### src/pba_map.svh
// register offsets, field positions, reset values and counts of the bus arbitration block
`ifndef PBA_MAP_SVH
`define PBA_MAP_SVH

// ****************************************
// register offsets
// ****************************************
`define PBA_OFF_CTRL      8'h48
`define PBA_OFF_PREEMPT   8'h4C
`define PBA_OFF_STATUS    8'h50

// ****************************************
// field positions
// ****************************************
`define PBA_CTRL_ARB_DIS  0
`define PBA_CTRL_PARK_BRG 1
`define PBA_CTRL_HI_LSB   4
`define PBA_CTRL_HI_MSB   8
`define PBA_PRE_OFF_BIT   31
`define PBA_PRE_CODE_MSB  30
`define PBA_PRE_CODE_LSB  28
`define PBA_STS_GNT_LSB   0
`define PBA_STS_OWN_LSB   8
`define PBA_STS_PREQ      12
`define PBA_STS_PARK      13
`define PBA_STS_XFER      14

// ****************************************
// reset values
// ****************************************
`define PBA_RST_ARB_DIS   1'b0
`define PBA_RST_PARK_BRG  1'b0
`define PBA_RST_HI_MASK   5'h00
`define PBA_RST_PRE_OFF   1'b0
`define PBA_RST_PRE_CODE  3'h0
`define PBA_RST_GNT       5'h01
`define PBA_RST_SYNC      10'h3FF

// ****************************************
// timing counts in bus clocks
// ****************************************
`define PBA_TIMEOUT       5'h10
`define PBA_BACKOFF       2'h2

`endif

### src/pba_pkg.sv
// types shared by the bus arbitration block
package pba_pkg;

	typedef logic [7:0]  pba_addr_t;
	typedef logic [31:0] pba_word_t;

	typedef enum logic [1:0] {
		PRI_IDLE,
		PRI_PARK,
		PRI_XFER
	} pba_pri_e;

endpackage

### src/pba_rr_pick.sv
// rotating pick of one requester, starting just after the last owner
`timescale 1ns/1ns

module pba_rr_pick #(
	parameter int N = 5
) (
	// requests and rotation start
	input  wire logic [N-1:0] req,
	input  wire logic [2:0]   last,
	// one-hot pick and its index
	output logic      [N-1:0] gnt,
	output logic      [2:0]   idx
);

	int   pos;
	logic found;

	// the last owner is looked at last, so it cannot starve the others
	always_comb begin
		gnt   = '0;
		idx   = last;
		found = 1'b0;
		pos   = 0;
		for (int k = 1; k <= N; k++) begin
			pos = (int'(last) + k) % N;
			if (!found && req[pos]) begin
				found    = 1'b1;
				gnt[pos] = 1'b1;
				idx      = 3'(pos);
			end
		end
	end

endmodule // pba_rr_pick

### src/pba_arbiter.sv
// primary request/park logic and secondary bus arbiter of the bridge
`timescale 1ns/1ns
`include "pba_map.svh"

// Summary of operation
// - request held while upstream work is queued
// - drop request for two clocks after retry/abort
// - request only once transaction fully queued
// - start transaction the clock after grant
// - park primary only granted, idle, not requesting
// - park address and command first, parity later
// - grant lost while parked: release next clock
// - parked with work: start if granted before
// - arbiter serves four externals plus bridge
// - internal arbiter can be disabled
// - two-level rotating priority picks next master
// - withdraw grant after sixteen idle unused cycles
// - idle bus: one clock gap between grants
// - busy bus: grant may move same clock
// - preemption switch in 4Ch, on after reset
// - preempt delay 0..64 clocks, zero at reset
// - waiting master preempts owner after delay
// - bus stays parked at last owner
// - after reset the bridge holds the grant
// - 48h bit 1 parks bus at bridge
module pba_arbiter (
	// clock and reset
	input  wire logic              CLK,
	input  wire logic              SYS_RST,
	// register port
	input  wire pba_pkg::pba_addr_t REG_ADDR,
	input  wire pba_pkg::pba_word_t REG_WDATA,
	input  wire logic              REG_WR,
	input  wire logic              REG_RD,
	output pba_pkg::pba_word_t     REG_RDATA,
	// upstream queue and primary master datapath
	input  wire logic              UPQ_READY,
	input  wire logic              PRI_DONE,
	input  wire logic              PRI_BACKOFF,
	output logic                   PRI_START,
	// primary bus pins
	input  wire logic              P_GNT_N,
	input  wire logic              P_FRAME_N,
	input  wire logic              P_IRDY_N,
	output logic                   P_REQ_N,
	output logic                   PRIMARY_AD_OE,
	output logic                   PRIMARY_CMD_BYTE_EN_OE,
	output logic                   PRIMARY_PARITY_OE,
	// secondary bus pins
	input  wire logic [3:0]        S_REQ_N,
	input  wire logic              S_FRAME_N,
	input  wire logic              SECONDARY_INITIATOR_READY_N,
	input  wire logic              S_EXT_GNT_N,
	output logic [3:0]             S_GNT_N,
	output logic                   S_GNT_OE,
	output logic                   S_EXT_REQ_N,
	// bridge secondary master
	input  wire logic              BRG_SEC_REQ,
	output logic                   BRG_SEC_GNT
);
	import pba_pkg::*;

	// ****************************************
	// pin synchronisers
	// ****************************************
	logic [9:0] sync1_r;
	logic [9:0] sync2_r;
	wire  [9:0] pins_w = {S_EXT_GNT_N, SECONDARY_INITIATOR_READY_N, S_FRAME_N, S_REQ_N, P_IRDY_N, P_FRAME_N, P_GNT_N};

	always_ff @(posedge CLK or posedge SYS_RST) begin
		if (SYS_RST) begin
			sync1_r <= `PBA_RST_SYNC;
			sync2_r <= `PBA_RST_SYNC;
		end else begin
			sync1_r <= pins_w;
			sync2_r <= sync1_r;
		end
	end

	wire       gnt_p_w   = ~sync2_r[0];
	wire       pidle_w   = sync2_r[1] & sync2_r[2];
	wire [3:0] sreq_w    = ~sync2_r[6:3];
	wire       bus_busy_w = ~sync2_r[7] | ~sync2_r[8];
	wire       ext_gnt_w = ~sync2_r[9];

	// ****************************************
	// configuration registers
	// ****************************************
	logic       arb_dis_r;
	logic       park_brg_r;
	logic [4:0] hi_mask_r;
	logic       pre_off_r;
	logic [2:0] pre_code_r;

	wire wr_ctrl_w = REG_WR && (REG_ADDR == `PBA_OFF_CTRL);
	wire wr_pre_w  = REG_WR && (REG_ADDR == `PBA_OFF_PREEMPT);

	always_ff @(posedge CLK or posedge SYS_RST) begin
		if (SYS_RST) begin
			arb_dis_r  <= `PBA_RST_ARB_DIS;
			park_brg_r <= `PBA_RST_PARK_BRG;
			hi_mask_r  <= `PBA_RST_HI_MASK;
			pre_off_r  <= `PBA_RST_PRE_OFF;
			pre_code_r <= `PBA_RST_PRE_CODE;
		end else begin
			if (wr_ctrl_w) begin
				arb_dis_r  <= REG_WDATA[`PBA_CTRL_ARB_DIS];
				park_brg_r <= REG_WDATA[`PBA_CTRL_PARK_BRG];
				hi_mask_r  <= REG_WDATA[`PBA_CTRL_HI_MSB:`PBA_CTRL_HI_LSB];
			end
			if (wr_pre_w) begin
				pre_off_r  <= REG_WDATA[`PBA_PRE_OFF_BIT];
				pre_code_r <= REG_WDATA[`PBA_PRE_CODE_MSB:`PBA_PRE_CODE_LSB];
			end
		end
	end

	// ****************************************
	// primary request and parking
	// ****************************************
	pba_pri_e   pri_state_r;
	pba_pri_e   pri_state_nxt;
	logic [1:0] bo_cnt_r;
	logic       pri_start_r;
	logic       p_req_n_r;
	logic       ad_oe_r;
	logic       par_oe_r;

	wire       can_go_w = UPQ_READY && (bo_cnt_r == 2'h0) && (pri_state_r != PRI_XFER);
	// parked start needs no fresh request edge, only the grant seen last clock
	wire       start_w  = gnt_p_w && pidle_w && can_go_w && (!p_req_n_r || pri_state_r == PRI_PARK);
	wire       park_w   = gnt_p_w && p_req_n_r && pidle_w;
	wire [1:0] bo_cnt_nxt = PRI_BACKOFF ? `PBA_BACKOFF :
	                        (bo_cnt_r != 2'h0) ? (bo_cnt_r - 2'h1) : 2'h0;
	wire       req_n_nxt = ~(UPQ_READY && (bo_cnt_nxt == 2'h0));

	always_comb begin
		pri_state_nxt = pri_state_r;
		case (pri_state_r)
			PRI_IDLE, PRI_PARK: begin
				if (start_w)
					pri_state_nxt = PRI_XFER;
				else if (park_w)
					pri_state_nxt = PRI_PARK;
				else
					pri_state_nxt = PRI_IDLE;
			end
			PRI_XFER: begin
				if (PRI_DONE || PRI_BACKOFF)
					pri_state_nxt = PRI_IDLE;
			end
			default: pri_state_nxt = PRI_IDLE;
		endcase
	end

	always_ff @(posedge CLK or posedge SYS_RST) begin
		if (SYS_RST) begin
			pri_state_r <= PRI_IDLE;
			bo_cnt_r    <= 2'h0;
			pri_start_r <= 1'b0;
			p_req_n_r   <= 1'b1;
			ad_oe_r     <= 1'b0;
			par_oe_r    <= 1'b0;
		end else begin
			pri_state_r <= pri_state_nxt;
			bo_cnt_r    <= bo_cnt_nxt;
			pri_start_r <= start_w;
			p_req_n_r   <= req_n_nxt;
			ad_oe_r     <= (pri_state_nxt == PRI_PARK);
			// parity joins one clock after address and command lines
			par_oe_r    <= (pri_state_nxt == PRI_PARK) && (pri_state_r == PRI_PARK);
		end
	end

	// ****************************************
	// secondary arbiter
	// ****************************************
	logic [4:0] gnt_r;
	logic [4:0] gnt_nxt;
	logic [2:0] owner_r;
	logic [4:0] to_cnt_r;
	logic [6:0] wait_cnt_r;
	logic [3:0] s_gnt_n_r;
	logic       s_gnt_oe_r;
	logic       s_ext_req_n_r;
	logic       brg_gnt_r;
	logic [4:0] pick_hi_w;
	logic [4:0] pick_lo_w;
	logic [2:0] idx_hi_w;
	logic [2:0] idx_lo_w;

	wire [4:0] reqs_w      = {sreq_w, BRG_SEC_REQ};
	wire [4:0] hi_req_w    = reqs_w & hi_mask_r;
	wire [4:0] lo_req_w    = reqs_w & ~hi_mask_r;
	wire       any_req_w   = |reqs_w;
	wire       gnt_any_w   = |gnt_r;
	wire [4:0] others_w    = reqs_w & ~gnt_r;
	wire       any_other_w = |others_w;
	wire       owner_req_w = |(reqs_w & gnt_r);
	wire [6:0] delay_w     = (pre_code_r == 3'h0) ? 7'h00 : (7'h01 << (pre_code_r - 3'h1));
	wire       preempt_w   = ~pre_off_r && any_other_w && (wait_cnt_r >= delay_w);
	wire       release_w   = any_other_w && ~owner_req_w;
	wire       drop_w      = gnt_any_w && (preempt_w || release_w);
	// fires on the edge that closes the sixteenth unused cycle, so the grant stands sixteen cycles only
	wire       timeout_w   = gnt_any_w && owner_req_w && ~bus_busy_w && (to_cnt_r == `PBA_TIMEOUT - 5'h01);
	wire       park_move_w = gnt_any_w && ~any_req_w && park_brg_r && ~gnt_r[0];
	wire [2:0] idle_idx_w  = park_brg_r ? 3'h0 : owner_r;
	wire [4:0] idle_gnt_w  = 5'h01 << idle_idx_w;
	wire [4:0] pick_w      = (|hi_req_w) ? pick_hi_w : pick_lo_w;
	wire [2:0] pick_idx_w  = (|hi_req_w) ? idx_hi_w : idx_lo_w;
	wire [4:0] tgt_w       = any_req_w ? pick_w : idle_gnt_w;
	wire [2:0] tgt_idx_w   = any_req_w ? pick_idx_w : idle_idx_w;

	pba_rr_pick #(.N(5)) u_pick_hi (
		.req  (hi_req_w),
		.last (owner_r),
		.gnt  (pick_hi_w),
		.idx  (idx_hi_w)
	);

	pba_rr_pick #(.N(5)) u_pick_lo (
		.req  (lo_req_w),
		.last (owner_r),
		.gnt  (pick_lo_w),
		.idx  (idx_lo_w)
	);

	// grants change only through tgt_w or all-off, so one-hot holds by construction
	always_comb begin
		gnt_nxt = gnt_r;
		if (arb_dis_r)
			gnt_nxt = 5'h00;
		else if (timeout_w)
			gnt_nxt = 5'h00;
		else if (~gnt_any_w || drop_w || park_move_w) begin
			if (gnt_any_w && ~bus_busy_w && (tgt_w != gnt_r))
				gnt_nxt = 5'h00;
			else
				gnt_nxt = tgt_w;
		end
	end

	wire       gnt_keep_w   = (gnt_nxt == gnt_r);
	wire [2:0] owner_nxt    = (~gnt_keep_w && (gnt_nxt != 5'h00)) ? tgt_idx_w : owner_r;
	wire [4:0] to_cnt_nxt   = (gnt_any_w && owner_req_w && ~bus_busy_w && gnt_keep_w) ? (to_cnt_r + 5'h01) : 5'h00;
	wire [6:0] wait_cnt_nxt = (gnt_any_w && any_other_w && ~drop_w) ?
	                          ((wait_cnt_r == 7'h7F) ? wait_cnt_r : (wait_cnt_r + 7'h01)) : 7'h00;

	always_ff @(posedge CLK or posedge SYS_RST) begin
		if (SYS_RST) begin
			gnt_r         <= `PBA_RST_GNT;
			owner_r       <= 3'h0;
			to_cnt_r      <= 5'h00;
			wait_cnt_r    <= 7'h00;
			s_gnt_n_r     <= 4'hF;
			s_gnt_oe_r    <= 1'b1;
			s_ext_req_n_r <= 1'b1;
			brg_gnt_r     <= 1'b1;
		end else begin
			gnt_r         <= gnt_nxt;
			owner_r       <= owner_nxt;
			to_cnt_r      <= to_cnt_nxt;
			wait_cnt_r    <= wait_cnt_nxt;
			s_gnt_n_r     <= ~gnt_nxt[4:1];
			s_gnt_oe_r    <= ~arb_dis_r;
			s_ext_req_n_r <= arb_dis_r ? ~BRG_SEC_REQ : 1'b1;
			brg_gnt_r     <= arb_dis_r ? ext_gnt_w : gnt_nxt[0];
		end
	end

	// ****************************************
	// register read port
	// ****************************************
	pba_word_t ctrl_rd_w;
	pba_word_t pre_rd_w;
	pba_word_t sts_rd_w;
	pba_word_t rdata_r;

	always_comb begin
		ctrl_rd_w = '0;
		pre_rd_w  = '0;
		sts_rd_w  = '0;
		ctrl_rd_w[`PBA_CTRL_ARB_DIS]                  = arb_dis_r;
		ctrl_rd_w[`PBA_CTRL_PARK_BRG]                 = park_brg_r;
		ctrl_rd_w[`PBA_CTRL_HI_MSB:`PBA_CTRL_HI_LSB]  = hi_mask_r;
		pre_rd_w[`PBA_PRE_OFF_BIT]                    = pre_off_r;
		pre_rd_w[`PBA_PRE_CODE_MSB:`PBA_PRE_CODE_LSB] = pre_code_r;
		sts_rd_w[`PBA_STS_GNT_LSB +: 5]               = gnt_r;
		sts_rd_w[`PBA_STS_OWN_LSB +: 3]               = owner_r;
		sts_rd_w[`PBA_STS_PREQ]                       = ~p_req_n_r;
		sts_rd_w[`PBA_STS_PARK]                       = (pri_state_r == PRI_PARK);
		sts_rd_w[`PBA_STS_XFER]                       = (pri_state_r == PRI_XFER);
	end

	wire pba_word_t rd_mux_w = (REG_ADDR == `PBA_OFF_CTRL)    ? ctrl_rd_w :
	                           (REG_ADDR == `PBA_OFF_PREEMPT) ? pre_rd_w  :
	                           (REG_ADDR == `PBA_OFF_STATUS)  ? sts_rd_w  : '0;

	// data stand only in the cycle after the strobe, zero otherwise
	always_ff @(posedge CLK or posedge SYS_RST) begin
		if (SYS_RST)
			rdata_r <= '0;
		else
			rdata_r <= REG_RD ? rd_mux_w : '0;
	end

	// ****************************************
	// outputs
	// ****************************************
	assign REG_RDATA              = rdata_r;
	assign PRI_START              = pri_start_r;
	assign P_REQ_N                = p_req_n_r;
	assign PRIMARY_AD_OE          = ad_oe_r;
	assign PRIMARY_CMD_BYTE_EN_OE = ad_oe_r;
	assign PRIMARY_PARITY_OE      = par_oe_r;
	assign S_GNT_N                = s_gnt_n_r;
	assign S_GNT_OE               = s_gnt_oe_r;
	assign S_EXT_REQ_N            = s_ext_req_n_r;
	assign BRG_SEC_GNT            = brg_gnt_r;
endmodule // pba_arbiter

### config.mk
export PLATFORM = sky130hd
export DESIGN_NAME = pba_arbiter
export DESIGN_NICKNAME = d
export VERILOG_FILES = /design/src/pba_pkg.sv /design/src/pba_rr_pick.sv /design/src/pba_arbiter.sv
export VERILOG_INCLUDE_DIRS = /design/src
export SDC_FILE = /design/constraint.sdc
export NUM_CORES = 1
export LEC_CHECK = 0
export ABC_CLOCK_PERIOD_IN_PS = 15330
export CAP_MARGIN = 25
export CORE_MARGIN = 2
export CORE_UTILIZATION = 70
export CTS_BUF_LIST = sky130_fd_sc_hd__clkbuf_16
export DETAILED_ROUTE_END_ITERATION = 6
export DONT_BUFFER_PORTS = 1
export PLACE_DENSITY = 0.83
export SETUP_SLACK_MARGIN = 0.15
export SYNTH_ARGS = -nofsm -noshare
export SYNTH_HDL_FRONTEND = slang
export SYNTH_SLANG_ARGS = --single-unit
### constraint.sdc
create_clock -name CLK -period 15.33 [get_ports CLK]
set_input_delay 3.8325 -clock CLK [delete_from_list [all_inputs] [get_ports CLK]]
set_output_delay 3.8325 -clock CLK [all_outputs]
set_load 0.02 [all_outputs]
Word-level counts from Yosys, hierarchy flattened
Cells that the tools add are included.
{"block": "op_classes", "n_bitwise": 34, "div": 5, "mux": 93, "magnitude_cmp": 11, "reduce_logical": 67, "eq_ne": 14, "n_addsub": 9, "n_shift": 2}
{"cell": "greater-or-equal comparator 32 x 1 -> 1 bit (second input constant)", "count": 5}
{"cell": "less-than comparator 32 x 5 -> 1 bit (second input constant)", "count": 5}
{"cell": "remainder unit 32 x 4 -> 32 bit (second input constant)", "count": 5}
{"cell": "2-to-1 mux 32 bit", "count": 3}
{"cell": "2-to-1 mux 5 bit", "count": 17}
{"cell": "logical AND 1 bit", "count": 40}
{"cell": "OR 5 bit", "count": 8}
{"cell": "2-to-1 mux 3 bit", "count": 13}
{"cell": "2-to-1 mux 1 bit", "count": 36}
{"cell": "binary-select mux 1 bit (select 3 bit)", "count": 10}
{"cell": "OR reduction 5 bit", "count": 5}
{"cell": "== test 8 x 7 -> 1 bit (second input constant)", "count": 3}
{"cell": "2-to-1 mux 7 bit", "count": 3}
{"cell": "AND 5 bit", "count": 4}
{"cell": "inverter 1 bit", "count": 16}
{"cell": "demux 1 bit (select 3 bit)", "count": 5}
{"cell": "2-to-1 mux 15 bit", "count": 1}
{"cell": "inverter 5 bit", "count": 2}
{"cell": "logical NOT 1 bit", "count": 9}
{"cell": "adder 3 x 2 -> 4 bit (second input constant)", "count": 2}
{"cell": "adder 3 x 3 -> 4 bit (second input constant)", "count": 2}
{"cell": "2-to-1 mux 2 bit", "count": 4}
{"cell": "inverter 4 bit", "count": 2}
{"cell": "adder 7 x 1 -> 7 bit (second input constant)", "count": 1}
{"cell": "other kinds (26)", "count": 34}
{"block": "totals", "input_bits": 58, "output_inout_bits": 44, "register_bits": 98, "word_cells": 257}

Depth between registers and ports, before layout
Gate-level depths: netlist of run 1.
{"block": "logic_depth", "word_depth": 30, "ltp_mapped": 29, "ltp_nobuf": 24}

Cells and area by module
Synthesis of run 1 repeated with hierarchy kept, for this count alone.
{"block": "unflattened", "cells_unflattened": 1188, "area_unflattened_um2": 9824.4}
{"mod": "pba_arbiter", "instances": 1, "area_each_um2": 4085.2, "cells_each": 374, "seq_area_each_um2": 2138.3}
{"mod": "pba_rr_pick at u_pick_lo", "instances": 1, "area_each_um2": 2941.6, "cells_each": 410, "seq_area_each_um2": 0.0}
{"mod": "pba_rr_pick at u_pick_hi", "instances": 1, "area_each_um2": 2797.7, "cells_each": 404, "seq_area_each_um2": 0.0}

Worst setup path after synthesis of run 1
No wires, ideal clock.
{"block": "synth_path", "path_kind": "register to register", "from": "register owner_r[0]", "to": "register owner_r[0]", "required_ns": 15.201, "stages_incl_launch_ff": 30, "t_arrival_ns": 7.251, "path_buffers": 5, "period_less_slack_ns": 7.380, "setup_slack_ns": 7.950, "setup_time_ns": 0.129, "cell_sequence": "dfrtp_1 -> buf_2 -> buf_2 -> buf_1 -> clkbuf_1 -> clkbuf_1 -> inv_1 -> ha_1 -> xnor2_1 -> inv_1 -> ha_1 -> or3b_2 -> o22ai_1 -> or2_2 -> ha_1 -> nand2b_1 -> o2111ai_1 -> o211ai_4 -> xnor2_1 -> mux2i_1 -> o221ai_2 -> or3_4 -> o221a_4 -> a31o_1 -> nor4_2 -> a41oi_1 -> and2_1 -> o31ai_1 -> and3b_1 -> o2bb2ai_1"}
{"block": "synth_via", "elab_chain_cells": 30, "elab_cells_between_ends": 136, "cone_classes": "add/sub (5); div (5); order compare (10); eq/ne (4); shift (1); mux (77); bitwise (9); reduce/logical (25)"}
{"item": "from (decl)", "line_no": "pba_arbiter.sv:180", "source": "logic [2:0] owner_r;"}
{"item": "from (signal assigned)", "line_no": "pba_arbiter.sv:261", "source": "owner_r <= owner_nxt;"}
{"item": "parallel branches: the longest is 30 deep, another holds remainder unit 32 x 4 -> 32 bit"}
Several ways; the timed one is not identified. The select of a mux whose other input is x is not followed.
A chain may end at the register's enable or synchronous reset.

Worst setup path in the final report of run 1
{"block": "layout_path", "from": "register owner_r[1]", "to": "register owner_r[2]"}
The elaborated chain is that of the path after synthesis.

==> results, run 1 <==
- The run finished with clean final reports.
- For met3 alone, demand over resource in global routing was 0.113.
- From synthesis to final layout, the design area changed by 3.84%.
- The number of buffers created by CTS is 9.
- In this run, synthesis inferred 0 flip-flops with an integrated enable.
- The final worst-path cycle share is 0.561.
- The via count of the first global-routing pass is 7734.
- The critical path goes through clkinv_1, ha_1, xnor2_1, inv_1, ha_1, or3b_2, o22ai_1, or2_2, ha_1, nand2b_1, o2111ai_1, o211ai_4, xnor2_1, mux2i_1, o221ai_2, or3_4, o221a_4, a31o_1, nor4_2, a41oi_1, o21ai_0, o211ai_2, and3_1, o2bb2ai_1.
- After clock tree synthesis, the setup repair step added 0 buffers.
- The total count of hold-check failures in the final report is 0.
- The path type of the worst setup path is flop to flop.
- Global routing finished with a remaining overflow of 0.
- At the worst endpoint, the arrival time is 8.82 ns.
- The net count of the finished layout is 1020.
- The total clock sinks is 84.
- The chip height is 110 um.
- The layer with the highest usage is met2.
- In this design, the critical path's most frequently occurring cell is ha_1.
- In the global route stage, met1 resource usage came out at 0.561.
- The relative max-transition margin is 0.382.
- For this run, design rule violations remaining after detail routing come to 0.
- Of the cells placed in the final design, the portion with a size suffix greater than 1 is 0.124.
- The placed standard-cell area is 7820 um2.
- The master cell of the clock root buffer is clkbuf_16.
- TritonCTS built the clock tree.
- The region available for standard cell placement spans 10900 um2.
- In this run, distinct cell masters in the synthesized netlist total 100.
- In this run the number of H-tree levels came out at 3.
- The post-synth design cell area is 7850 um2.
- Using the TritonRoute via totals, the vias-per-cell ratio works out to 7.69.
- The flip-flop and latch count after synthesis is 84.
- For the pin with the worst max-slew slack, the measured transition is 0.920 ns.
- The final instance area is 8150 um2.
- The number of gates given a new drive strength after cts is 0.
- The iteration-0 DRC count of the detailed router is 1241.
- The clock-pin slew of the registers on the worst-case setup and hold paths is 0.07 ns.
- The share of the synthesized area in the top cell type is 0.175.
- The post-placement setup slack is 7.01 ns.
- The endpoint kind of the worst setup timing path is a flop.
- The max-slew violation total from the final report was 0.
- The initial antenna violation count is 0.
- Entering global routing, the biggest net connects 85 pins.
- The maximum clock rate is 116 MHz.
- The initialized floorplan defines 38 standard-cell rows.
- The first global-routing pass estimated 41400 um of wire.
- The initial cell density of the core is 0.721.
- The fill cell instance count of the final layout is 732.
- The reported max-cap violation count is 0.
- Setup total negative slack on the finished layout was measured at 0 ns.
- For the finished layout, the period the worst path requires is 8.60 ns.
- Across the routed clock network, the largest skew measured is 0.0116 ns.
- The footprint of the multi-input gates is 5270 um2.
- The total routed wirelength is 26600 um.
- For this run, the register share of the synthesized area comes to 0.272.
- The met2 layer usage reported by global route is 0.710.
- Synthesis produced 945 cells.
- The residual antenna-violating net count after detailed routing is 0.
- In the global route stage, overall resource usage came out at 0.450.
- From left edge to right edge, the die measures 110 um.
- The number of synthesis warnings is 0.
- In this run, post-CTS hold repair placed 0 buffers.
- The area enclosed by the die boundary is 12100 um2.
- The number of I/O pins is 102.
- STA classifies the critical path startpoint as a flop.
- The final hold slack is 0.357 ns.
- Detailed routing inserted a total of 8174 vias.
- The clock insertion delay at the later pin of the skew report is 0.35 ns.
- In the synthesized netlist the async set-or-reset flop fraction comes to 1.00.
- Sorting the synthesized cells by area gives the leading types as dfrtp_1 18%, dfstp_2 9.7%, ha_1 7.0%.
- The final weighted congestion in routability-driven placement is 1.08.
- The synthesized area divided by synthesized cell count is 8.31 um2.
- The cell family contributing the most delay on the critical path is compound AO/OA/AOI/OAI gates.
- In the post-route analysis, the smallest setup slack over all paths is 6.73 ns.
- The repair_antennas step left the layout with diodes totalling 0.
- Of all nets on the critical path, the largest fanout is 17.
- For this run, the detailed router's first-pass iteration total came to 7.
- Input and output buffers added on the ports amount to 0.
- Among all flip-flop cells after synthesis, the most frequent one is dfrtp_1.
- Together, buffers and inverters on the worst path number 2.
- The setup violation total in the final timing report is 0.
- The worst stage delay on the critical path is 0.84 ns.
- Registers take 2140 um2.
- The worst-path cell with the longest stage delay is dfrtp_1.
- Counting along the longest clock path gives a buffer depth of 2.
- Setup repair after global routing left no endpoint under its margin.
- The cell type with the highest aggregate area in the netlist is dfrtp_1.
- The half-perimeter wire length of the detailed placement result is 18800 um.
- The data required time of the critical path is 15.55 ns.
- The path class of the tightest hold or removal check is flop to flop.
- The detail-routed net length per standard cell is 25.0 um.
[final timing paths]
kind                             from             to  slack, ns  cells past startpoint
min in group asynchronous     SYS_RST  wait_cnt_r[3]       3.34                      2
hold reg to reg            sync1_r[3]     sync2_r[3]       0.36                      0
setup reg to reg           owner_r[1]     owner_r[2]       6.73                     24
max in group asynchronous     SYS_RST     S_GNT_N[1]      11.36                      3
hold / removal             sync1_r[3]     sync2_r[3]       0.36                      0
setup / recovery           owner_r[1]     owner_r[2]       6.73                     24
[per-stage QoR]
step           std cells  utilization
2_1_floorplan        958            -
3_3_place_gp        1045        0.718
3_5_place_dp        1046        0.718
4_1_cts             1062        0.746
5_1_grt             1063        0.749
6_report            1063        0.749
[worst register-to-register path: stages, from the launching register on]
cell and delay, ns:
dfrtp_1 0.84, clkinv_1 0.71, ha_1 0.59, xnor2_1 0.61, inv_1 0.21, ha_1 0.30
or3b_2 0.45, o22ai_1 0.15, or2_2 0.18, ha_1 0.23, nand2b_1 0.11, o2111ai_1 0.16
o211ai_4 0.18, xnor2_1 0.67, mux2i_1 0.42, o221ai_2 0.24, or3_4 0.46, o221a_4 0.24
a31o_1 0.22, nor4_2 0.36, a41oi_1 0.19, o21ai_0 0.31, o211ai_2 0.26, and3_1 0.25
o2bb2ai_1 0.14
[cells in the final DEF, fill, tap and decap left out, types with 5 or more instances in the layout]
cell type | synthesis | routed
nor2_1 | 65 | 65
nand2_1 | 61 | 61
a21oi_1 | 57 | 57
dfrtp_1 | 55 | 55
o21ai_0 | 44 | 44
ha_1 | 44 | 44
inv_1 | 43 | 42
nor3_1 | 34 | 34
nand2b_1 | 30 | 30
nand3_1 | 30 | 30
dfstp_2 | 29 | 29
and2_1 | 24 | 24
o22ai_1 | 18 | 18
mux2i_1 | 18 | 18
nor2b_1 | 17 | 17
and3_1 | 16 | 16
o211ai_1 | 16 | 16
a21o_1 | 15 | 15
mux2_2 | 15 | 15
a211oi_1 | 15 | 15
conb_1 | 1 | 14
xnor2_1 | 13 | 13
or2_2 | 13 | 13
a31oi_1 | 12 | 12
nor4_1 | 11 | 11
or3_1 | 10 | 10
a211o_1 | 10 | 10
and3b_1 | 9 | 9
clkbuf_16 | 0 | 9
o221ai_1 | 7 | 7
nand4_1 | 7 | 7
o21a_1 | 7 | 7
nor3b_1 | 7 | 7
buf_4 | 19 | 7
a22o_1 | 6 | 6
nand3b_1 | 5 | 5
a21boi_0 | 5 | 5
o31ai_1 | 5 | 5
[synthesized netlist by cell type (10+ instances only)]
master     n
a211o_1   10
a211oi_1  15
a21o_1    15
a21oi_1   57
a31oi_1   12
and2_1    24
and3_1    16
buf_4     19
clkbuf_1  29
dfrtp_1   55
dfstp_2   29
ha_1      44
inv_1     43
mux2_2    15
mux2i_1   18
nand2_1   61
nand2b_1  30
nand3_1   30
nor2_1    65
nor2b_1   17
nor3_1    34
nor4_1    11
o211ai_1  16
o21ai_0   44
o22ai_1   18
or2_2     13
or3_1     10
xnor2_1   13
[flip-flops by register name, indices dropped and copies added, names as in the netlist, 2 cells and up]
register	count
pri_state_r	2
S_GNT_N	4
to_cnt_r	5
gnt_r	5
sync1_r	10
wait_cnt_r	7
REG_RDATA	18
hi_mask_r	5
bo_cnt_r	2
pre_code_r	3
sync2_r	10
owner_r	3
[layer usage]
metal / wire [um] / part of all wire
met5: 0 / 0
met4: 1910 / 0.072
met3: 3330 / 0.13
met2: 11900 / 0.45
met1: 9450 / 0.36
[logic make-up (layout without fill, tap and decap cells)]
kind of cell    count (synthesis)  after routing  share of synthesized area
simple gates                  365            365                      0.256
compound gates                294            294                      0.272
buf+inv                       106             71                     0.0619
flops                          84             84                      0.272
fa+ha+maj                      44             44                     0.0701
mux                            34             34                     0.0459
xor+xnor                       17             17                     0.0214
other cells                     1             14                   0.000478
[layout make-up]
type,instances,area share
clock buffer,9,0.0276
inverter,46,0.0213
tap,140,0.0215
clock inverter,7,0.00967
timing repair buffer,9,0.0104
multi-input combinational,768,0.647
sequential,84,0.262
Power of run 1 is left out: the tool's default activity adds up to more than one toggle a clock period on the data nets, which glitch-free logic cannot reach.
==> run 2: changes to the inputs <==
--- a/config.mk
+++ b/config.mk
@@ -6,14 +6,14 @@
 export SDC_FILE = /design/constraint.sdc
 export NUM_CORES = 1
 export LEC_CHECK = 0
-export ABC_CLOCK_PERIOD_IN_PS = 15330
+export ABC_CLOCK_PERIOD_IN_PS = 8800
 export CAP_MARGIN = 25
 export CORE_MARGIN = 2
-export CORE_UTILIZATION = 70
+export CORE_UTILIZATION = 66
 export CTS_BUF_LIST = sky130_fd_sc_hd__clkbuf_16
 export DETAILED_ROUTE_END_ITERATION = 6
 export DONT_BUFFER_PORTS = 1
-export PLACE_DENSITY = 0.83
+export PLACE_DENSITY = 0.79
 export SETUP_SLACK_MARGIN = 0.15
 export SYNTH_ARGS = -nofsm -noshare
 export SYNTH_HDL_FRONTEND = slang
==> constraint.sdc (replaced) <==
create_clock -name CLK -period 8.8 [get_ports CLK]
set_input_delay 2.2 -clock CLK [delete_from_list [all_inputs] [get_ports CLK]]
set_output_delay 2.2 -clock CLK [all_outputs]
set_load 0.02 [all_outputs]
==> run 2 against run 1 <==
  * First-iteration DRC count shrank 2.7%
  * The run now ends with DRC left
  * Highest routed layer unchanged
  * Routed wire length grew 4.4%
  * Hold slack lost 0.0054 ns
  * Count of clock-buffer cells in the layout is the same
  * Final area grew 0.69%
  * Core utilization shrank 3.6 points
  * Via count is essentially flat
  * Largest cell class unchanged
  * Die area grew 5.8%
  * Fmax grew 11%
  * Final cell count grew 1.0%
  * Non-clock buffer count grew 8
  * Setup slack lost 5.7 ns
==> results, run 2 (synthesis gave the netlist of run 1 again) <==
- In the layout the commonest cells are 65 x nor2_1, 61 x nand2_1, 57 x a21oi_1, 55 x dfrtp_1.
- The number of buffers inserted by port buffering is 0 (unchanged).
- The path type of the worst setup path is flop to flop.
- The final weighted congestion in routability-driven placement is 1.00 (-7.3%).
- The total routed wirelength is 27700 um (+4.4%).
- The reported max-cap violation count is 0 (unchanged).
- In this run the critical register-to-register path is launched from owner_r[1].
- The iteration-0 DRC count of the detailed router is 1207 (-2.7%).
- The total negative slack for setup checks is 0 ns (unchanged).
- Compared with the post-synthesis result, the final layout area differs by 4.56%.
- The detail-routed via count per cell came to 7.60 (-1.1%).
- The clock-pin slew of the registers on the worst-case setup and hold paths is 0.07 ns (about the same).
- The total met2 wirelength after detailed routing came to 12800 um (+7.5%).
- The number of nets in the finished design is 1028 (+0.78%).
- The width of the chip is 113 um (+2.9%).
- The number of gates given a new drive strength after cts is 0 (unchanged).
- The maximum level of the CTS H-tree is 3 (unchanged).
- The final worst-path cycle share is 0.880 (+0.319).
- The detailed-route via count is 8166 (-0.098%).
- The fill cell instance count of the final layout came to 822 (+12%).
- The first-pass GRT wire length was 42300 um (+2.1%).
- The detailed-route wire length on metal 1 was 9820 um (+3.9%).
- The register-to-register setup slack is 1.06 ns (-5.67 ns).
- The via count of the first global-routing pass is 7782 (+0.62%).
- The number of diodes is 0 (unchanged).
- The area enclosed by the die boundary is 12800 um2 (+5.8%).
- For hold timing, the worst endpoint is sync2_r[4].
- The aggregate global routing overflow is 0 (unchanged).
- The detail-routed net length per standard cell is 25.8 um (+3.3%).
- The depth of the most critical reg-to-reg path is 25 (+4.2%).
- The setup violation total in the final timing report is 0 (unchanged).
- The half-perimeter wire length of the detailed placement result was 19300 um (+2.6%).
- The initial antenna violation count came to 0 (unchanged).
- The largest net degree at the start of global routing is 85 (unchanged).
- The hold buffer count at cts is 0 (unchanged).
- The maximum buffer depth of the clock tree is 2 (unchanged).
- The clock insertion delay at the later pin of the skew report was 0.35 ns (about the same).
- The largest clock skew in the final design is 0.00800 ns (-0.00363 ns).
- The capturing point of the worst reg2reg path is owner_r[0].
- The root buffer cell chosen for the clock tree is clkbuf_16.
- The number of non-filler instances in the completed layout came to 1074 (+1.0%).
- The maximum clock rate is 129 MHz (+11%).
- The worst setup path is captured at a flop.
- The global-route usage over all layers is 0.425 (-0.0250).
- The worst hold path startpoint is sync1_r[4].
- The worst hold path stage count is 0 (unchanged).
- The max-slew violation total from the final report is 0 (unchanged).
- The number of I/O pins is 102 (unchanged).
- The signal arrival time at the worst endpoint is 7.96 ns (-0.86 ns).
- The checks that failed: DRC.
- The footprint of the multi-input gates is 5270 um2 (unchanged).
- The buffers inserted during post-CTS setup optimization is 0 (unchanged).
- The number of buffers created by CTS is 9 (unchanged).
- Setup repair after global routing left no endpoint under its margin.
- The flip-flop count of the largest register after layout is 18 (unchanged).
- The chip height was 113 um (+2.9%).
- The data required time of the critical path came to 9.02 ns (-6.53 ns).
- The run finished, with violations left.
- The total count of hold-check failures in the final report is 0 (unchanged).
- The core region area was 11500 um2 (+5.8%).
- The min-delay analysis places its worst path in the category flop to flop.
- The total clock sinks is 84 (unchanged).
- STA classifies the critical path startpoint as a flop.
- The detailed-route DRC error count is 3 (+3).
- The maximum fanout count along the critical path is 13 (-4).
- The length of the first detailed-routing pass in iterations is 7 (unchanged).
- The transition time at the pin with the least slew margin is 1.04 ns (+0.119 ns).
- The uppermost layer routed is met4.
- The number of core rows was 39 (+2.6%).
- The routed wire length on met3 is 3140 um (-5.7%).
- The number of instances in the placed design was 1053 (+0.67%).
- The area of all sequential standard cells was 2140 um2 (unchanged).
- The minimum clock period after layout came to 7.74 ns (-0.860 ns).
- The initial cell density of the core is 0.682 (-0.0393).
- The relative max-transition margin was 0.289 (-0.0922).
- The most common cell after layout, fill and taps aside is nor2_1.
- The CTS tree is yes.
- The share of final-layout standard cells stronger than drive strength 1 is 0.128 (+0.00431).
- The residual antenna-violating net count after detailed routing is 0 (unchanged).
[run 2: routing by layer]
| layer | vias up | track usage |
|---|---|---|
| met5 | - | 0 |
| met4 | 0 | 0.252 |
| met3 | 190 | 0.0873 |
| met2 | 684 | 0.711 |
| met1 | 3818 | 0.508 |
| li1 | 3474 | - |
[run 2: worst max-delay path, stage by stage, from the launching register on]
cell and delay (ns):
dfrtp_1 0.35, clkinv_1 0.07, buf_4 0.21, ha_1 0.36, xnor2_1 0.63, inv_1 0.20
ha_1 0.31, or3b_2 0.45, o22ai_1 0.20, or2_2 0.20, ha_1 0.22, nand2b_1 0.11
o2111ai_1 0.17, o211ai_4 0.18, xnor2_1 0.69, mux2i_1 0.40, o221ai_2 0.22, or3_4 0.45
o221a_4 0.24, a31o_1 0.23, nor4_2 0.39, a41oi_1 0.20, and2_1 0.22, o31ai_1 0.50
and3b_1 0.32, o2bb2ai_1 0.10
[run 2: through the flow]
| stage | utilization | setup slack [ns] | instance area, um2 | hold WS (ns) |
|---|---|---|---|---|
| after floorplan | - | 1.42 | 7900 | 0.345 |
| after global placement | 0.682 | 1.79 | 7860 | 0.346 |
| after detailed placement | 0.682 | 1.36 | 7860 | 0.348 |
| after CTS | 0.708 | 1.24 | 8150 | 0.356 |
| after global routing | 0.713 | 0.628 | 8210 | 0.353 |
| final | 0.713 | 1.06 | 8210 | 0.352 |
[run 2: area by class of cell]
class / count / share of cell area
flip-flops and latches: 84 / 0.261
multi-input cells: 768 / 0.643
clock buffers: 9 / 0.0274
well taps: 143 / 0.0218
clock inverters: 7 / 0.00839
inverters: 46 / 0.0212
repair buffers: 17 / 0.0180
[run 2: worst max-delay path by stage]
stage,from,endpoint,slack (ns),cells after the start
floorplan,owner_r[0],owner_r[0],1.42,29
global placement,owner_r[1],owner_r[0],1.79,25
detailed placement,owner_r[1],owner_r[2],1.36,25
CTS,owner_r[1],owner_r[0],1.24,25
global route,owner_r[1],owner_r[0],0.63,25
finish,owner_r[1],owner_r[0],1.06,25
Power of run 2 is left out for the same reason.
==> run 3: changes to the inputs <==
--- a/config.mk
+++ b/config.mk
@@ -8,12 +8,14 @@
 export LEC_CHECK = 0
 export ABC_CLOCK_PERIOD_IN_PS = 8800
 export CAP_MARGIN = 25
+export CELL_PAD_IN_SITES_DETAIL_PLACEMENT = 2
+export CELL_PAD_IN_SITES_GLOBAL_PLACEMENT = 2
 export CORE_MARGIN = 2
-export CORE_UTILIZATION = 66
+export CORE_UTILIZATION = 39
 export CTS_BUF_LIST = sky130_fd_sc_hd__clkbuf_16
 export DETAILED_ROUTE_END_ITERATION = 6
 export DONT_BUFFER_PORTS = 1
-export PLACE_DENSITY = 0.79
+export PLACE_DENSITY = 0.78
 export SETUP_SLACK_MARGIN = 0.15
 export SYNTH_ARGS = -nofsm -noshare
 export SYNTH_HDL_FRONTEND = slang
==> run 3 against run 2 <==
  * The run now ends clean
  * Global-route usage down 13 points
  * Via count decreased by 5.1%
  * Final area grew 2.5%
  * Sequential cell count stayed put
==> results, run 3 (synthesis gave the netlist of run 1 again) <==
- The total met2 wirelength after detailed routing is 16100 um (+26%).
- The total buffers and inverters traversed by the critical path is 2 (-1).
- The flow ran to the end, and the final reports show no timing, DRC or antenna violations.
- The worst hold path startpoint is sync1_r[4].
- The largest net degree at the start of global routing was 85 (unchanged).
- The number of diodes is 0 (unchanged).
- The length of the first detailed-routing pass in iterations is 5 (-2).
- The number of buffers inserted by port buffering is 0 (unchanged).
- The core region area is 19600 um2 (+70%).
- The worst setup path startpoint is owner_r[0].
- Traced cell by cell, the critical path runs through inv_1, ha_1, xnor2_1, inv_1, ha_1, or3b_2, o22ai_1, or2_2, ha_1, nand2b_1, o2111ai_1, o211ai_4, xnor2_1, mux2i_1, o221a_2, nand3_2, o221a_4, a31o_1, nor4_2, a41oi_1, and2_1, o31ai_1, and3b_1, o2bb2ai_1.
- Setup repair after global routing left no endpoint under its margin.
- The global-route usage over all layers came to 0.298 (-0.128).
- The maximum fanout count along the critical path came to 9 (-4).
- The largest clock skew in the final design is 0.0125 ns (+0.00451 ns).
- The residual antenna-violating net count after detailed routing is 0 (unchanged).
- The endpoint kind of the worst setup timing path is a flop.
- In the layout the commonest cells are 65 x nor2_1, 61 x nand2_1, 57 x a21oi_1, 55 x dfrtp_1.
- The clock insertion delay at the later pin of the skew report came to 0.34 ns (about the same).
- The maximum clock rate is 130 MHz (+0.81%).
- The flip-flop count of the largest register after layout is 18 (unchanged).
- The max-slew violation total from the final report was 0 (unchanged).
- The detailed-route DRC error count is 0 (-3).
- The detail-routed net length per standard cell was 26.7 um (+3.6%).
- The area enclosed by the die boundary came to 21300 um2 (+66%).
- The worst setup path is launched from a flop.
- The aggregate global routing overflow was 0 (unchanged).
- The via count of the first global-routing pass is 8447 (+8.5%).
- The share of final-layout standard cells stronger than drive strength 1 is 0.134 (+0.00587).
- The total negative slack for setup checks is 0 ns (unchanged).
- The final worst-path cycle share came to 0.873 (-0.00709).
- The total clock sinks is 84 (unchanged).
- The signal arrival time at the worst endpoint is 7.90 ns (-0.06 ns).
- The dominant delay contributor by cell family on the critical path is compound AO/OA/AOI/OAI gates.
- The tree is rooted in a clkbuf_16.
- The total routed wirelength is 32100 um (+16%).
- The first-pass GRT wire length is 50000 um (+18%).
- The transition time at the pin with the least slew margin is 0.929 ns (-0.111 ns).
- Compared with the post-synthesis result, the final layout area differs by 7.22%.
- The relative max-transition margin is 0.376 (+0.0865).
- The half-perimeter wire length of the detailed placement result came to 24100 um (+25%).
- The number of buffers created by CTS is 9 (unchanged).
- The hold buffer count at cts was 0 (unchanged).
- The buffers inserted during post-CTS setup optimization came to 0 (unchanged).
- The worst hold path belongs to the class flop to flop.
- Signal routing reaches up to met4.
- The iteration-0 DRC count of the detailed router is 360 (-70%).
- The initial antenna violation count is 0 (unchanged).
- The maximum buffer depth of the clock tree was 2 (unchanged).
- The number of core rows is 51 (+31%).
- The reported max-cap violation count is 0 (unchanged).
- The maximum level of the CTS H-tree was 3 (unchanged).
- The total count of hold-check failures in the final report came to 0 (unchanged).
- The number of nets in the finished design is 1032 (+0.39%).
- The detailed-route via count is 7753 (-5.1%).
- The width of the chip was 146 um (+29%).
- The chip height is 146 um (+29%).
- The worst stage delay on the critical path is 0.65 ns (-0.04 ns).
- The initial cell density of the core is 0.401 (-0.281).
- The detail-routed via count per cell was 6.46 (-15%).
- The final weighted congestion in routability-driven placement is 0.982 (-1.8%).
- The CTS tree is yes.
- The worst-path cell with the longest stage delay is xnor2_1.
- The setup violation total in the final timing report was 0 (unchanged).
- The detailed-route wire length on metal 1 is 13300 um (+35%).
- The clock-pin slew of the registers on the worst-case setup and hold paths is 0.07 ns (about the same).
- The most numerous cell type found on the critical path is ha_1.
- The number of I/O pins is 102 (unchanged).
- The data required time of the critical path is 9.02 ns (about the same).
- The routed wire length on met3 is 1650 um (-48%).
- In this run the critical register-to-register path is launched from owner_r[0].
- The number of gates given a new drive strength after cts came to 0 (unchanged).
- The library cell used most frequently in the layout, excluding fill and tap cells, is nor2_1.
- The register-to-register setup slack is 1.12 ns (+0.06 ns).
- The minimum clock period after layout was 7.68 ns (-0.0624 ns).
- The setup path with the least slack is of type flop to flop.
-- run 3: metrics by stage --
stage / hold WS [ns] / instance area [um2] / utilization / cells / setup slack (ns)
floorplan: 0.345 / 7900 / - / 958 / 1.42
global placement: 0.346 / 8060 / 0.411 / 1182 / 1.53
detailed placement: 0.350 / 8060 / 0.411 / 1182 / 1.19
CTS: 0.356 / 8380 / 0.428 / 1198 / 1.14
global route: 0.354 / 8420 / 0.430 / 1200 / 0.608
finish: 0.354 / 8420 / 0.430 / 1200 / 1.12
-- run 3: metal layers --
metal | up-vias | GRT usage
met5 | - | 0
met4 | 0 | 0.0936
met3 | 59 | 0.0386
met2 | 224 | 0.541
met1 | 4001 | 0.365
li1 | 3469 | -
-- run 3: worst paths after layout --
| kind | end | depth (start not counted) |
|---|---|---|
| worst max register to register | owner_r[0] | 24 |
| worst min-delay path | sync2_r[4] | 0 |
| worst max-delay path | owner_r[0] | 24 |
| worst min register to register | sync2_r[4] | 0 |
| max in group asynchronous | sync1_r[9] | 3 |
| min in group asynchronous | pre_code_r[1] | 2 |
-- run 3: final cells by class --
type                    count  area (um2)
clock buffers               9         225
well taps                 265         332
multi-input cells         768        5270
clock inverters             7        97.6
flip-flops and latches     84        2140
fillers                  2227       11200
repair buffers             21         175
inverters                  46         174
-- run 3: worst register-to-register path, stage by stage (launching register included) --
cell and delay, ns:
dfrtp_1 0.56, inv_1 0.19, ha_1 0.32, xnor2_1 0.60
inv_1 0.20, ha_1 0.30, or3b_2 0.45, o22ai_1 0.16
or2_2 0.19, ha_1 0.22, nand2b_1 0.13, o2111ai_1 0.19
o211ai_4 0.20, xnor2_1 0.65, mux2i_1 0.42, o221a_2 0.34
nand3_2 0.21, o221a_4 0.37, a31o_1 0.21, nor4_2 0.40
a41oi_1 0.21, and2_1 0.22, o31ai_1 0.40, and3b_1 0.32
o2bb2ai_1 0.10
Power of run 3 is left out for the same reason.
